--- src/core/art_timer_pkg.sv ---
// Constants, register map and state layout of the auto-reload PWM timer.
// Assumes an 8-bit register port with a 4-bit word address.
package art_timer_pkg;

	localparam int DATA_W = 8;
	localparam int ADDR_W = 4;
	localparam int PWM_CHANNELS = 4;
	localparam int CAP_CHANNELS = 2;
	localparam int PRESC_W = 7;

	// Register word addresses
	localparam logic [ADDR_W-1:0] ADDR_CTRL_STATUS = 4'h0;
	localparam logic [ADDR_W-1:0] ADDR_COUNTER_ACCESS = 4'h1;
	localparam logic [ADDR_W-1:0] ADDR_RELOAD_VALUE = 4'h2;
	localparam logic [ADDR_W-1:0] ADDR_PWM_CONTROL = 4'h3;
	localparam logic [ADDR_W-1:0] ADDR_DUTY_BASE = 4'h4;
	localparam logic [ADDR_W-1:0] ADDR_CAPTURE_CTRL = 4'h8;
	localparam logic [ADDR_W-1:0] ADDR_CAPTURE_VALUE0 = 4'h9;
	localparam logic [ADDR_W-1:0] ADDR_CAPTURE_VALUE1 = 4'hA;

	// Control/status field positions
	localparam int CSR_EXT_CLOCK_BIT = 7;
	localparam int CSR_DIV_LSB = 4;
	localparam int CSR_RUN_BIT = 3;
	localparam int CSR_FORCE_BIT = 2;
	localparam int CSR_OVF_IE_BIT = 1;
	localparam int CSR_OVF_FLAG_BIT = 0;

	// PWM control field positions
	localparam int PWM_CONTROL_REG_OE_LSB = 4;
	localparam int PWM_CONTROL_REG_POL_LSB = 0;

	// Capture control/status field positions
	localparam int CAPCR_FLAG_LSB = 0;
	localparam int CAPCR_IE_LSB = 2;
	localparam int CAPCR_EDGE_LSB = 4;

	localparam logic [DATA_W-1:0] COUNTER_TOP = 8'hFF;
	localparam logic ECLK_CPU = 1'b0;

	typedef struct packed {
		logic wr;
		logic rd;
		logic [ADDR_W-1:0] addr;
		logic [DATA_W-1:0] wdata;
	} bus_req_t;

	typedef struct packed {
		logic ext_clock_select;
		logic [2:0] divider_select;
		logic counter_run_enable;
		logic overflow_irq_enable;
		logic overflow_flag;
		logic [DATA_W-1:0] counter;
		logic [PRESC_W-1:0] prescaler;
		logic [DATA_W-1:0] reload_value;
		logic [PWM_CHANNELS-1:0] channel_output_enable;
		logic [PWM_CHANNELS-1:0] channel_polarity;
		logic [PWM_CHANNELS-1:0][DATA_W-1:0] duty_cycle;
		logic [PWM_CHANNELS-1:0][DATA_W-1:0] compare_shadow;
		logic [PWM_CHANNELS-1:0] pwm_level;
		logic [CAP_CHANNELS-1:0] capture_flag;
		logic [CAP_CHANNELS-1:0] capture_irq_enable;
		logic [CAP_CHANNELS-1:0] capture_edge_select;
		logic [CAP_CHANNELS-1:0][DATA_W-1:0] capture_value;
		logic [1:0] ext_sync;
		logic ext_prev;
		logic [CAP_CHANNELS-1:0] cap_sync_a;
		logic [CAP_CHANNELS-1:0] cap_sync_b;
		logic [CAP_CHANNELS-1:0] cap_prev;
		logic [DATA_W-1:0] rd_data;
	} timer_state_t;

	localparam timer_state_t STATE_RESET = '0;

endpackage : art_timer_pkg

--- src/core/reload_pwm_timer.sv ---
// Auto-reload 8-bit timer with prescaler, four PWM outputs and two captures.
// Assumes a single-cycle register port on the CPU clock; pins are asynchronous.
// Overview of operation
// - Eight-bit counter advances once per prescaler output tick.
// - Counter access register reads and writes the live counter.
// - Overflow reloads counter from reload value; prescaler untouched.
// - Seven-bit prescaler; divider select picks divide by two to the n.
// - Prescaler input is CPU clock or external clock per select bit.
// - Run enable clear freezes prescaler and counter; set lets them count.
// - Reset clears counter, prescaler and selects CPU clock.
// - Force reload with run, or counter write, loads counter and clears prescaler.
// - Four hidden compare values copied from duty registers at each overflow.
// - Channel output enable makes its PWM pin a driven output.
// - PWM frequency is counter clock over 256 minus reload value.
// - Overflow drives polarity level; compare match restores opposite level.
// - PWM waveform generation halts in Halt mode.
// - Overflow sets sticky flag; request raised when its enable is set.
// - External clock counts 256 minus reload events, times two to the n, before overflow flag.
// - Capture edge latches counter into capture register and sets flag.
// - Edge select picks rising or falling; own interrupt enable per input.
// - Capture register locked until read; the read clears its flag.
// - Capture request stays high while a flag and its enable are set.
// - Capture inputs act as edge interrupts and can wake from Halt.
// - External clock select zero is CPU clock, one is external clock.
// - Overflow is the counter passing from FFh to the reload value.
// - Reading the control/status register clears the overflow flag.
// - Force reload bit is write-only and reads as zero.
`timescale 1ns/1ps

module reload_pwm_timer
	import art_timer_pkg::*;
(
	input wire logic clock,
	input wire logic sys_rst,
	input wire bus_req_t bus_req,
	output logic [DATA_W-1:0] rd_data,
	input wire logic external_count_clock,
	input wire logic [CAP_CHANNELS-1:0] capture_input_pin,
	input wire logic halt_mode,
	output logic [PWM_CHANNELS-1:0] pwm_output_pin,
	output logic [PWM_CHANNELS-1:0] pwm_output_oe,
	output logic overflow_irq,
	output logic capture_irq,
	output logic halt_wakeup
);

	timer_state_t state_reg;
	timer_state_t state_next;
	logic in_tick;
	logic count_tick;
	logic ovf_event;
	logic [PRESC_W-1:0] tap_mask;
	logic [CAP_CHANNELS-1:0] cap_edge;
	logic [CAP_CHANNELS-1:0] cap_event;
	logic [CAP_CHANNELS-1:0] cap_read;
	logic csr_read;
	logic load_counter;
	logic [DATA_W-1:0] counter_inc;

	always_comb begin
		state_next = state_reg;
		// Pin synchronisers; first stage feeds only the second
		state_next.ext_sync = {state_reg.ext_sync[0], external_count_clock};
		state_next.ext_prev = state_reg.ext_sync[1];
		state_next.cap_sync_a = capture_input_pin;
		state_next.cap_sync_b = state_reg.cap_sync_a;
		state_next.cap_prev = state_reg.cap_sync_b;

		// Prescaler input tick
		if (state_reg.ext_clock_select == ECLK_CPU) begin
			in_tick = state_reg.counter_run_enable;
		end else begin
			in_tick = state_reg.counter_run_enable & state_reg.ext_sync[1] & ~state_reg.ext_prev;
		end
		// Tap n fires when the low n prescaler bits are all ones
		tap_mask = PRESC_W'((8'h01 << state_reg.divider_select) - 8'h01);
		count_tick = in_tick & (&(state_reg.prescaler | ~tap_mask));
		ovf_event = count_tick & (state_reg.counter == COUNTER_TOP);
		counter_inc = state_reg.counter + 8'h01;

		csr_read = bus_req.rd & (bus_req.addr == ADDR_CTRL_STATUS);
		cap_read[0] = bus_req.rd & (bus_req.addr == ADDR_CAPTURE_VALUE0);
		cap_read[1] = bus_req.rd & (bus_req.addr == ADDR_CAPTURE_VALUE1);
		load_counter = 1'b0;

		if (in_tick) begin
			state_next.prescaler = state_reg.prescaler + 7'h01;
		end
		if (ovf_event) begin
			state_next.counter = state_reg.reload_value;
			state_next.compare_shadow = state_reg.duty_cycle;
		end else if (count_tick) begin
			state_next.counter = counter_inc;
		end

		// PWM levels, held still while halted
		if (!halt_mode) begin
			for (int i = 0; i < PWM_CHANNELS; i++) begin
				if (ovf_event) begin
					state_next.pwm_level[i] = state_reg.channel_polarity[i];
				end else if (count_tick && counter_inc == state_reg.compare_shadow[i]) begin
					// Match only reachable when compare exceeds reload or a value written to the counter
					state_next.pwm_level[i] = ~state_reg.channel_polarity[i];
				end
			end
		end

		// Overflow flag: the hardware set wins over the read clear
		state_next.overflow_flag = (state_reg.overflow_flag & ~csr_read) | ovf_event;

		// Captures
		for (int c = 0; c < CAP_CHANNELS; c++) begin
			cap_edge[c] = state_reg.capture_edge_select[c] ? (state_reg.cap_sync_b[c] & ~state_reg.cap_prev[c])
				: (~state_reg.cap_sync_b[c] & state_reg.cap_prev[c]);
			cap_event[c] = cap_edge[c] & (~state_reg.capture_flag[c] | cap_read[c]);
			if (cap_event[c]) begin
				state_next.capture_value[c] = state_reg.counter;
			end
			state_next.capture_flag[c] = (state_reg.capture_flag[c] & ~cap_read[c]) | cap_event[c];
		end

		// Register writes
		if (bus_req.wr) begin
			case (bus_req.addr)
				ADDR_CTRL_STATUS: begin
					state_next.ext_clock_select = bus_req.wdata[CSR_EXT_CLOCK_BIT];
					state_next.divider_select = bus_req.wdata[CSR_DIV_LSB +: 3];
					state_next.counter_run_enable = bus_req.wdata[CSR_RUN_BIT];
					state_next.overflow_irq_enable = bus_req.wdata[CSR_OVF_IE_BIT];
					if (bus_req.wdata[CSR_FORCE_BIT] && bus_req.wdata[CSR_RUN_BIT]) begin
						state_next.counter = state_reg.reload_value;
						load_counter = 1'b1;
					end
				end
				ADDR_COUNTER_ACCESS: begin
					state_next.counter = bus_req.wdata;
					load_counter = 1'b1;
				end
				ADDR_RELOAD_VALUE: begin
					state_next.reload_value = bus_req.wdata;
				end
				ADDR_PWM_CONTROL: begin
					state_next.channel_output_enable = bus_req.wdata[PWM_CONTROL_REG_OE_LSB +: PWM_CHANNELS];
					state_next.channel_polarity = bus_req.wdata[PWM_CONTROL_REG_POL_LSB +: PWM_CHANNELS];
				end
				ADDR_CAPTURE_CTRL: begin
					state_next.capture_irq_enable = bus_req.wdata[CAPCR_IE_LSB +: CAP_CHANNELS];
					state_next.capture_edge_select = bus_req.wdata[CAPCR_EDGE_LSB +: CAP_CHANNELS];
				end
				default: begin
					if (bus_req.addr >= ADDR_DUTY_BASE && bus_req.addr < ADDR_CAPTURE_CTRL) begin
						state_next.duty_cycle[bus_req.addr[1:0]] = bus_req.wdata;
					end
				end
			endcase
		end
		if (load_counter) begin
			state_next.prescaler = '0;
		end

		// Read data, valid the cycle after the strobe
		state_next.rd_data = '0;
		if (bus_req.rd) begin
			case (bus_req.addr)
				ADDR_CTRL_STATUS: begin
					// Force reload bit reads zero
					state_next.rd_data = {state_reg.ext_clock_select, state_reg.divider_select,
						state_reg.counter_run_enable, 1'b0, state_reg.overflow_irq_enable, state_reg.overflow_flag};
				end
				ADDR_COUNTER_ACCESS: begin
					state_next.rd_data = state_reg.counter;
				end
				ADDR_RELOAD_VALUE: begin
					state_next.rd_data = state_reg.reload_value;
				end
				ADDR_PWM_CONTROL: begin
					state_next.rd_data = {state_reg.channel_output_enable, state_reg.channel_polarity};
				end
				ADDR_CAPTURE_CTRL: begin
					state_next.rd_data = {2'b00, state_reg.capture_edge_select,
						state_reg.capture_irq_enable, state_reg.capture_flag};
				end
				ADDR_CAPTURE_VALUE0: begin
					state_next.rd_data = state_reg.capture_value[0];
				end
				ADDR_CAPTURE_VALUE1: begin
					state_next.rd_data = state_reg.capture_value[1];
				end
				default: begin
					if (bus_req.addr >= ADDR_DUTY_BASE && bus_req.addr < ADDR_CAPTURE_CTRL) begin
						state_next.rd_data = state_reg.duty_cycle[bus_req.addr[1:0]];
					end
				end
			endcase
		end
	end

	always_ff @(posedge clock) begin
		if (sys_rst) begin
			state_reg <= STATE_RESET;
		end else begin
			state_reg <= state_next;
		end
	end

	assign rd_data = state_reg.rd_data;
	assign pwm_output_pin = state_reg.pwm_level;
	assign pwm_output_oe = state_reg.channel_output_enable;
	assign overflow_irq = state_reg.overflow_flag & state_reg.overflow_irq_enable;
	assign capture_irq = |(state_reg.capture_flag & state_reg.capture_irq_enable);
	assign halt_wakeup = halt_mode & capture_irq;

	chk_ovf_reload: assert property (@(posedge clock) disable iff (sys_rst)
		ovf_event && !bus_req.wr |=> state_reg.counter == $past(state_reg.reload_value)
			&& state_reg.overflow_flag)
		else $error("overflow did not reload counter and set flag");

	chk_frozen_counter: assert property (@(posedge clock) disable iff (sys_rst)
		!state_reg.counter_run_enable && !bus_req.wr |=> $stable(state_reg.counter)
			&& $stable(state_reg.prescaler))
		else $error("counter moved while stopped");

	chk_access_load: assert property (@(posedge clock) disable iff (sys_rst)
		bus_req.wr && bus_req.addr == ADDR_COUNTER_ACCESS |=> state_reg.prescaler == 7'h00
			&& state_reg.counter == $past(bus_req.wdata))
		else $error("counter write did not load counter and clear prescaler");

	chk_cpu_divide_one: assert property (@(posedge clock) disable iff (sys_rst)
		state_reg.counter_run_enable && state_reg.divider_select == 3'h0 && !state_reg.ext_clock_select
			&& state_reg.counter != COUNTER_TOP && !bus_req.wr
			|=> state_reg.counter == $past(state_reg.counter) + 8'h01)
		else $error("undivided cpu clock did not advance counter");

	chk_force_reads_zero: assert property (@(posedge clock) disable iff (sys_rst)
		bus_req.rd && bus_req.addr == ADDR_CTRL_STATUS |=> rd_data[CSR_FORCE_BIT] == 1'b0
			&& rd_data[CSR_OVF_FLAG_BIT] == $past(state_reg.overflow_flag))
		else $error("control read returned wrong bits");

	chk_ovf_read_clear: assert property (@(posedge clock) disable iff (sys_rst)
		csr_read && !ovf_event |=> !state_reg.overflow_flag)
		else $error("overflow flag survived a status read");

	chk_capture_lock: assert property (@(posedge clock) disable iff (sys_rst)
		state_reg.capture_flag[0] && !cap_read[0] |=> $stable(state_reg.capture_value[0])
			&& state_reg.capture_flag[0])
		else $error("capture register changed while flagged");

	chk_capture_latch: assert property (@(posedge clock) disable iff (sys_rst)
		cap_event[1] |=> state_reg.capture_value[1] == $past(state_reg.counter)
			&& state_reg.capture_flag[1])
		else $error("capture did not latch counter");

	chk_pwm_polarity: assert property (@(posedge clock) disable iff (sys_rst)
		ovf_event && !halt_mode |=> pwm_output_pin == $past(state_reg.channel_polarity))
		else $error("overflow did not set pwm polarity level");

	chk_halt_pwm: assert property (@(posedge clock) disable iff (sys_rst)
		halt_mode |=> $stable(pwm_output_pin))
		else $error("pwm changed during halt");

	chk_capture_irq: assert property (@(posedge clock) disable iff (sys_rst)
		cap_event[0] && state_reg.capture_irq_enable[0] && !bus_req.wr |=> capture_irq [*2])
		else $error("capture request did not stay asserted");

endmodule : reload_pwm_timer

--- config.mk ---
export PLATFORM = sky130hd
export DESIGN_NAME = reload_pwm_timer
export DESIGN_NICKNAME = d
export VERILOG_FILES = /design/src/core/art_timer_pkg.sv /design/src/core/reload_pwm_timer.sv
export SDC_FILE = /design/constraint.sdc
export NUM_CORES = 1
export LEC_CHECK = 0
export BUFFER_PORTS_ARGS = -buffer_cell sky130_fd_sc_hd__buf_2
export CAP_MARGIN = 20
export CORE_UTILIZATION = 45
export CTS_BUF_LIST = sky130_fd_sc_hd__clkbuf_8
export DETAILED_ROUTE_END_ITERATION = 10
export SETUP_SLACK_MARGIN = 0.3
export SLEW_MARGIN = 25
export SYNTH_ARGS = -nofsm -noshare
export SYNTH_HDL_FRONTEND = slang
export SYNTH_SLANG_ARGS = --single-unit
--- constraint.sdc ---
create_clock -name clock -period 2.2 [get_ports clock]
set_clock_uncertainty 0.15 [all_clocks]
set_input_delay 0.44 -clock clock [delete_from_list [all_inputs] [get_ports clock]]
set_output_delay 0.44 -clock clock [all_outputs]
set_load 0.02 [all_outputs]
Word level (Yosys, flattened, before mapping). Cells that the tools add are included.

Muxes and demuxes: 26. Reductions and logical operators: 26. Equal/unequal tests: 11. Bitwise operators: 43. Shifts and indexed selects: 1. Magnitude comparators: 4. Add/sub/neg operators: 3.

Operators by type and width (count): 8-bit two-way mux (7); 8-bit one-hot mux with 7 select lines (1); 32-bit bitwise mux (1); 8-bit == test (4); 1-bit bitwise AND (18); 1-bit inverter (17); 8-bit binary-select mux with 2-bit select (1); 8-bit demux with 2-bit select (1); 8-bit one-hot mux with 2 select lines (1); 2-bit AND reduction (8); 1-bit two-way mux (13); 4-bit == test (second input constant) (3); 8-bit by 1-bit adder with 8-bit output (second input constant) (1); 4-bit by 2-bit == test with 1-bit output (second input constant) (2); 8-bit == test (second input constant) (1); 2-bit nonzero test (4); 7-bit by 1-bit adder with 7-bit output (second input constant) (1); 1-bit logical AND (7); 7-bit inverter (1); 7-bit OR (1); 7-bit AND reduction (1); 1-bit by 3-bit << shifter with 7-bit output (first input constant) (1); 7-bit by 1-bit subtractor with 7-bit output (second input constant) (1); 2-bit OR reduction (3); 11 further kinds (15).

Logic and storage cells: 147. Bits in registers: 145. Output and inout bits: 19. Bits of input ports: 20.

Longest topological paths before layout. Gate-level depths: netlist of run 1.

Depth in word-level cells: 11. Mapped depth: 10. Gate-level depth less buffers: 8.

Worst setup path after synthesis of run 1. Ideal clock, no wire load.

Path kind: flip-flop to flip-flop. Start: register state_reg[131] (netlist bit). End: register state_reg[50] (netlist bit). Required time: 1.922 ns. Library setup time: 0.128 ns. Clock period less this slack: 2.447 ns. Buffers on the path: 3. Setup slack: -0.247 ns. Cell stages (with the launch flop): 11. Arrival time: 2.170 ns. Cells stage by stage: dfxtp_1 -> ha_1 -> and3_1 -> and3_1 -> buf_4 -> nand3_4 -> nor3_2 -> buf_4 -> buf_6 -> mux2i_1 -> nor2_1.

Cells in the longest elaborated chain, start to end: 2.

RTL lines: start, declared (line reload_pwm_timer.sv:47) `timer_state_t state_reg;`; start signal, assigned (line reload_pwm_timer.sv:202) `state_reg <= state_next;`; 8-bit == test (line reload_pwm_timer.sv:78) `ovf_event = count_tick & (state_reg.counter == COUNTER_TOP);`; 1-bit bitwise AND (line reload_pwm_timer.sv:78).

Every way passes these cells. A chain may end at the register's enable or synchronous reset.

Worst setup path in the final report of run 1.
Start: register state_reg[130] (netlist bit). End: register state_reg[59] (netlist bit).

Same word-level chain as after synthesis.

==> results.sh, run 1 <==
export IMPL_antenna_found_initial=0
export IMPL_syn_nets=822
export IMPL_synth_area_mm2=0.007246
export IMPL_irDropWorstVdd_v=0.0004445
export IMPL_fp_dieW_um=128.9
export IMPL_cp_common_cell="and3_4"
export IMPL_fin_util_pct=57.02
export IMPL_crit_path_end_kind="register"
export IMPL_avgSynthCellArea_um2=9.057
export IMPL_io_pins=39
export IMPL_ys_seq_area_share_pct=40.06
export IMPL_clock_sinks=145
export IMPL_grt_pass1_vias=5884
export IMPL_ys_flop_type="dfxtp_1"
export IMPL_leakagePower_nw=3.288
export IMPL_async_flop_share_pct=0
export IMPL_power_mw=5.163
export IMPL_relSlewSlack_pct=59.36
export IMPL_die_area_mm2=0.01661
export IMPL_cts_tree="done"
export IMPL_rsz0062_at_grt="yes"
export IMPL_path_depth=11
export IMPL_outcome="complete, but fails checks"
export IMPL_drive_gt1_share_pct=28.43
export IMPL_largest_register_ffs=123
export IMPL_fin_nets=900
export IMPL_route_detailed_drc=0
export IMPL_path_clk_slew_ns=0.08
export IMPL_maxSlewViolCount=0
export IMPL_cp_top_family="simple AND/OR/NAND/NOR gates"
export IMPL_synth_enable_flop_cells=0
export IMPL_syn_to_final_growth_pct=24.56
export IMPL_max_freq_mhz=437.0
export IMPL_cp_required_ns=2.42
export IMPL_drt_wirelength_per_cell_um=19.68
export IMPL_synth_warnings=0
export IMPL_drt_iter0_drc=643
export IMPL_path_buf_inv=4
export IMPL_fin_ws_ns=-0.08814
export IMPL_grt_max_degree=98
export IMPL_cpPeakStageDelay_ns=0.38
export IMPL_path_max_fanout=6
export IMPL_cts_made_buffers=17
export IMPL_synth_cell_types=66
export IMPL_final_hold_viol_count=0
export IMPL_dr_total_vias=6256
export IMPL_wl_mm=21.76
export IMPL_clock_latency_ns=0.47
export IMPL_coreArea_mm2=0.01583
export IMPL_slowest_stage="dfxtp_4"
export IMPL_diodes=0
export IMPL_period_share_pct=104.0
export IMPL_arrival_ns=2.50
export IMPL_grtUsageTotal_pct=27.21
export IMPL_cts_root_buf="clkbuf_8"
export IMPL_cp_start_kind="register"
export IMPL_path_cells="ha_4 -> and3_4 -> and3_4 -> buf_12 -> nand3_4 -> nor3_4 -> buf_6 -> buf_4 -> buf_16 -> mux2i_1 -> nor2_1"
export IMPL_dieHeight_um=128.9
export IMPL_syn_instance_count=800
export IMPL_rows=46
export IMPL_final_cell_mix="dfxtp_1, nor2_1, mux2i_1"
export IMPL_cap_violations=0
export IMPL_ys_ff_latch=145
export IMPL_vias_per_cell=5.656
export IMPL_cts_hold_buf=0
export IMPL_seqCellArea_mm2=0.002922
export IMPL_dr_pass1_iters=6
export IMPL_grt_first_pass_wirelength_mm=33.35
export IMPL_period_minus_slack_ns=2.288
export IMPL_fillCellCount=1405
export IMPL_start_util_pct=45.78
export IMPL_violations="setup timing"
export IMPL_gr_total_overflow=0
export IMPL_ant_nets=0
export IMPL_multi_input_area_mm2=0.004330
export IMPL_clock_path_buffers=2
export IMPL_cellPowerDensity_mw_per_mm2=572.1
export IMPL_dp_hpwl_mm=15.01
export IMPL_final_common_cell="dfxtp_1"
export IMPL_gp_congestion=0.8815
export IMPL_finalSetupViolCount=32
export IMPL_port_buffers=38
export IMPL_worst_pin_slew_ns=0.6087
export IMPL_hold_path_class="in2reg"
export IMPL_holdPathStages=2
export IMPL_worst_setup_path_type="reg2reg"
export IMPL_htreeDepth=4
export IMPL_reg2reg_depth=11
-- cell type report --
cell class | instances | area share (%)
multi-input combinational | 577 | 47.98
sequential | 145 | 32.37
timing repair buffer | 128 | 11.96
clock buffer | 20 | 3.050
tap | 216 | 2.995
clock inverter | 11 | 1.262
inverter | 9 | 0.3743
-- synth_stat cells, types with 3 or more instances --
cell type	n	share of area, %
buf_4	18	1.9
a22oi_1	15	1.6
a211o_1	3	0.36
buf_6	6	0.93
nor3b_1	3	0.31
nand4_1	4	0.35
buf_1	7	0.36
nand3_1	18	1.2
a31oi_1	5	0.43
xor2_1	12	1.5
a211oi_1	6	0.62
nand2b_1	8	0.69
a21boi_0	4	0.41
mux4_2	8	2.5
dfxtp_1	145	40
o21ai_0	14	0.97
clkbuf_1	33	1.7
nand2_1	56	2.9
or3_1	5	0.43
mux2i_1	104	14
a21oi_1	45	3.1
nor2_1	126	6.5
buf_2	6	0.41
and3_1	7	0.60
nand3b_1	7	0.73
xnor2_1	32	3.9
nor2b_1	20	1.7
nor3_1	11	0.76
o221ai_1	3	0.36
inv_1	9	0.47
a221oi_1	5	0.60
mux2_2	6	0.93
-- per-layer routing --
layer	share of wire, %	routed length (um)	track usage (%)
met3	5.8	1267	5.655
met2	45	9727	40.10
met1	47	10190	38.53
met4	2.6	574	11.28
met5	0	0	0
-- per-stage QoR --
step	setup slack, ns	setup TNS [ns]	area (um^2)	hold slack (ns)	cells
finish	-0.08814	-1.795	9025	0.02957	1106
global route	-0.2053	-5.327	9025	0.01713	1106
CTS	-0.06872	-0.7330	8882	0.00004335	1100
detailed placement	-0.06187	-0.1466	8068	0.2790	1056
global placement	-0.01905	-0.02798	8068	0.2721	1056
floorplan	-0.01815	-0.01815	7425	0.2638	800
-- worst reg2reg max path, stage by stage (launching register included) --
cell and delay (ns):
dfxtp_4 0.38, ha_4 0.15, and3_4 0.18, and3_4 0.22, buf_12 0.11, nand3_4 0.08, nor3_4 0.24, buf_6 0.18
buf_4 0.15, buf_16 0.12, mux2i_1 0.17, nor2_1 0.05
-- where the power goes --
| part | internal [mW] | switching, mW | leakage, nW |
|---|---|---|---|
| Combinational | 0.143 | 0.241 | 1.92 |
| Sequential | 2.65 | 0.0226 | 1.18 |
| Clock | 1.08 | 1.03 | 0.194 |
-- cell families after synthesis --
group	count (synthesis)	synth area share (%)
AND/OR/NAND/NOR	277	17.72
flip-flops	145	40.06
AO/OA/AOI/OAI	132	12.26
multiplexers	118	17.79
buffers and inverters	79	5.750
XOR/XNOR	47	6.079
adder cells (fa/ha/maj)	2	0.3453
-- path summary, 6_finish.rpt --
path,start,end,slack (ns)
worst max-delay path,state_reg[130],state_reg[59],-0.09
worst min-delay path,capture_input_pin[1],state_next[11],0.03
worst max register to register,state_reg[130],state_reg[59],-0.09
worst min register to register,state_next[11],state_next[9],0.30
-- repair_timing --
action                     in CTS  in global routing
gates resized for setup        55                 20
setup endpoints to repair      46                 47
setup buffers                   9                  6
pin swaps                      26                 18
gates cloned                    4                  0
No activity file was read; power rests on OpenSTA's default activity.
==> run 2, diff against run 1 <==
- ABC_AREA: not set -> 1
- CELL_PAD_IN_SITES_DETAIL_PLACEMENT: not set -> 1
- CELL_PAD_IN_SITES_GLOBAL_PLACEMENT: not set -> 1
- CORE_UTILIZATION: 45 -> 42
- HOLD_SLACK_MARGIN: not set -> 0.1
- PLACE_DENSITY_LB_ADDON: not set -> 0.1
==> results.sh, run 2 <==
export IMPL_synth_area_leaders="dfxtp_1, nand2_1, nor2_1, o21ai_0, inv_1"
export IMPL_arrival_ns=2.21
export IMPL_synth_top_family_by_area="simple AND/OR/NAND/NOR gates"
export IMPL_worst_setup_path_type="reg2reg"
export IMPL_htreeDepth=4
export IMPL_cp_required_ns=2.45
export IMPL_period_share_pct=89.17
export IMPL_synth_area_mm2=0.007010
export IMPL_grt_first_pass_wirelength_mm=38.27
export IMPL_path_clk_slew_ns=0.08
export IMPL_route_detailed_drc=0
export IMPL_ant_nets=0
export IMPL_synth_fa_ha_area_share_pct=0.3570
export IMPL_r2r_end="state_reg[132]"
export IMPL_fin_nets=1093
export IMPL_synth_mux_area_share_pct=0
export IMPL_diodes=0
export IMPL_drt_wirelength_per_cell_um=18.87
export IMPL_hold_path_class="in2reg"
export IMPL_synth_top_area_share_pct=41.41
export IMPL_gr_total_overflow=0
export IMPL_largest_register_ffs=123
export IMPL_cts_tree="done"
export IMPL_relSlewSlack_pct=65.95
export IMPL_cts_made_buffers=17
export IMPL_period_minus_slack_ns=1.962
export IMPL_vias_per_cell=5.290
export IMPL_synthXorXnorAreaFrac_pct=1.499
export IMPL_syn_nets=1022
export IMPL_seqCellArea_mm2=0.002928
export IMPL_die_area_mm2=0.01721
export IMPL_cpPeakStageDelay_ns=0.39
export IMPL_dpl_worst_slack_ns=-0.02134
export IMPL_synth_warnings=0
export IMPL_leakagePower_nw=3.743
export IMPL_rsz0062_at_grt="yes"
export IMPL_clock_sinks=145
export IMPL_io_pins=39
export IMPL_fillCellCount=2089
export IMPL_slowest_stage="dfxtp_4"
export IMPL_placed_area_mm2=0.007552
export IMPL_cts_root_buf="clkbuf_8"
export IMPL_finalSetupViolCount=0
export IMPL_coreArea_mm2=0.01612
export IMPL_rows=46
export IMPL_synth_enable_flop_cells=0
export IMPL_antenna_found_initial=0
export IMPL_irDropWorstVdd_v=0.0004189
export IMPL_ys_ff_latch=145
export IMPL_maxSlewViolCount=0
export IMPL_cap_violations=0
export IMPL_grt_pass1_vias=6754
export IMPL_fin_area_mm2=0.008424
export IMPL_drive_gt1_share_pct=20.04
export IMPL_path_max_fanout=11
export IMPL_clock_path_buffers=2
export IMPL_final_hold_viol_count=0
export IMPL_gp_congestion=0.9119
export IMPL_final_cell_mix="nand2_1, nor2_1, dfxtp_1"
export IMPL_ys_top_cells_by_count="nand2_1, nor2_1, dfxtp_1"
export IMPL_start_util_pct=43.50
export IMPL_fp_dieW_um=131.2
export IMPL_cellPowerDensity_mw_per_mm2=670.2
export IMPL_outcome="completed"
export IMPL_ys_seq_area_share_pct=41.41
export IMPL_setup_tns_ns=0
export IMPL_synth_compound_area_share_pct=19.60
export IMPL_wl_mm=24.51
export IMPL_timing_rr_start="state_reg[130]"
export IMPL_reg2reg_depth=12
export IMPL_max_freq_mhz=509.8
export IMPL_avgSynthCellArea_um2=7.010
export IMPL_grt_max_degree=79
export IMPL_yosysMostFrequentCell="nand2_1"
export IMPL_fin_ws_ns=0.2383
export IMPL_crit_path_start="state_reg[130]"
export IMPL_synthSimpleGateAreaFrac_pct=25.84
export IMPL_ys_flop_type="dfxtp_1"
export IMPL_drt_iter0_drc=474
export IMPL_yosys_area_top_type="dfxtp_1"
export IMPL_path_cells="ha_4 -> nand2_8 -> nor2_8 -> nand4_4 -> nor2_8 -> buf_12 -> nand2_1 -> nand3_1 -> a21oi_1 -> nand2_1 -> nand2_1 -> inv_1"
export IMPL_dp_hpwl_mm=17.96
export IMPL_cp_common_cell="nand2_1"
export IMPL_final_common_cell="nand2_1"
export IMPL_grtUsageTotal_pct=29.00
export IMPL_dieHeight_um=131.2
export IMPL_dr_total_vias=6872
export IMPL_clock_latency_ns=0.46
export IMPL_worst_pin_slew_ns=0.5089
export IMPL_cp_start_kind="register"
export IMPL_dr_pass1_iters=4
export IMPL_reg2reg_slack_ns=0.24
export IMPL_crit_path_end_kind="register"
export IMPL_syn_instance_count=1000
export IMPL_cp_endpoint="state_reg[132]"
export IMPL_async_flop_share_pct=0
export IMPL_syn_to_final_growth_pct=20.17
export IMPL_multi_input_area_mm2=0.003478
export IMPL_port_buffers=38
export IMPL_synth_cell_types=43
## run 2: cell count changes in the layout (fill, tap and decap cells not counted), moves of 22 or more
| cell | delta |
|---|---|
| a21oi_1 | +29 |
| inv_1 | +107 |
| mux2i_1 | -103 |
| nand2_1 | +116 |
| nand3_1 | +34 |
| nor2_1 | +22 |
| o21ai_0 | +93 |
| xnor2_1 | -24 |
## run 2: routing by layer
layer	share of wire [%]	routed length, um	track usage (%)
met4	2.2	531	8.366
met3	5.4	1320	6.597
met1	49	11900	39.98
met5	0	0	0
met2	44	10760	44.98
## run 2: layout make-up
cell class                      count  area share [%]
Timing Repair Buffer              102           9.030
Tap cell                          216           3.208
Inverter                          130           6.000
Multi-Input combinational cell    675           41.29
Sequential cell                   145           34.75
Clock buffer                       18           2.941
Clock inverter                     13           2.777
## run 2: logic make-up after synthesis
| logic type | count (synthesis) |
|---|---|
| AOI/OAI and AO/OA | 241 |
| xor gates and xnor gates | 12 |
| buffers and inverters | 180 |
| and+or+nand+nor | 420 |
| DFF | 145 |
| adders and majority gates | 2 |
## run 2: worst min path at each step
stage / end / depth (start not counted) / startpoint
after global placement: state_next[9] / 2 / state_next[11]
after floorplan: state_next[14] / 2 / state_next[16]
after detailed placement: state_next[14] / 2 / state_next[16]
after CTS: pwm_output_oe[2] / 3 / bus_req[13]
after global routing: pwm_output_oe[2] / 3 / bus_req[13]
final: pwm_output_oe[2] / 3 / bus_req[13]
## run 2: what timing repair did
item                                   4_1_cts  5_1_grt
gates cloned                                 1        0
resized for setup                           48       33
endpoints found under the hold margin        4        0
setup buffers                                7        3
pin swaps                                   16       11
setup endpoints to repair                   46       40
hold buffers                                 4        0
## run 2: metrics by stage
stage	hold WS, ns	total power, mW	instances	util, %
final	0.2010	5.646	1299	52.27
after global routing	0.1936	5.815	1299	52.27
after CTS	0.1877	5.671	1296	51.55
after detailed placement	0.2477	3.107	1253	46.86
after global placement	0.2388	3.102	1253	46.86
after floorplan	0.2383	2.952	1000	-
## run 2: critical path, delay by kind of cell (launching register included)
family	cells	cell delay, ns
buffers and inverters	2	0.24
DFF	1	0.39
AOI/OAI and AO/OA	1	0.07
and+or+nand+nor	8	0.87
adders and majority gates	1	0.17
## run 2: report_power, final
part           internal [mW]  switching [mW]  total (mW)
sequential              2.66          0.0389        2.70
combinational          0.117           0.248       0.365
clock                   1.49            1.08        2.58
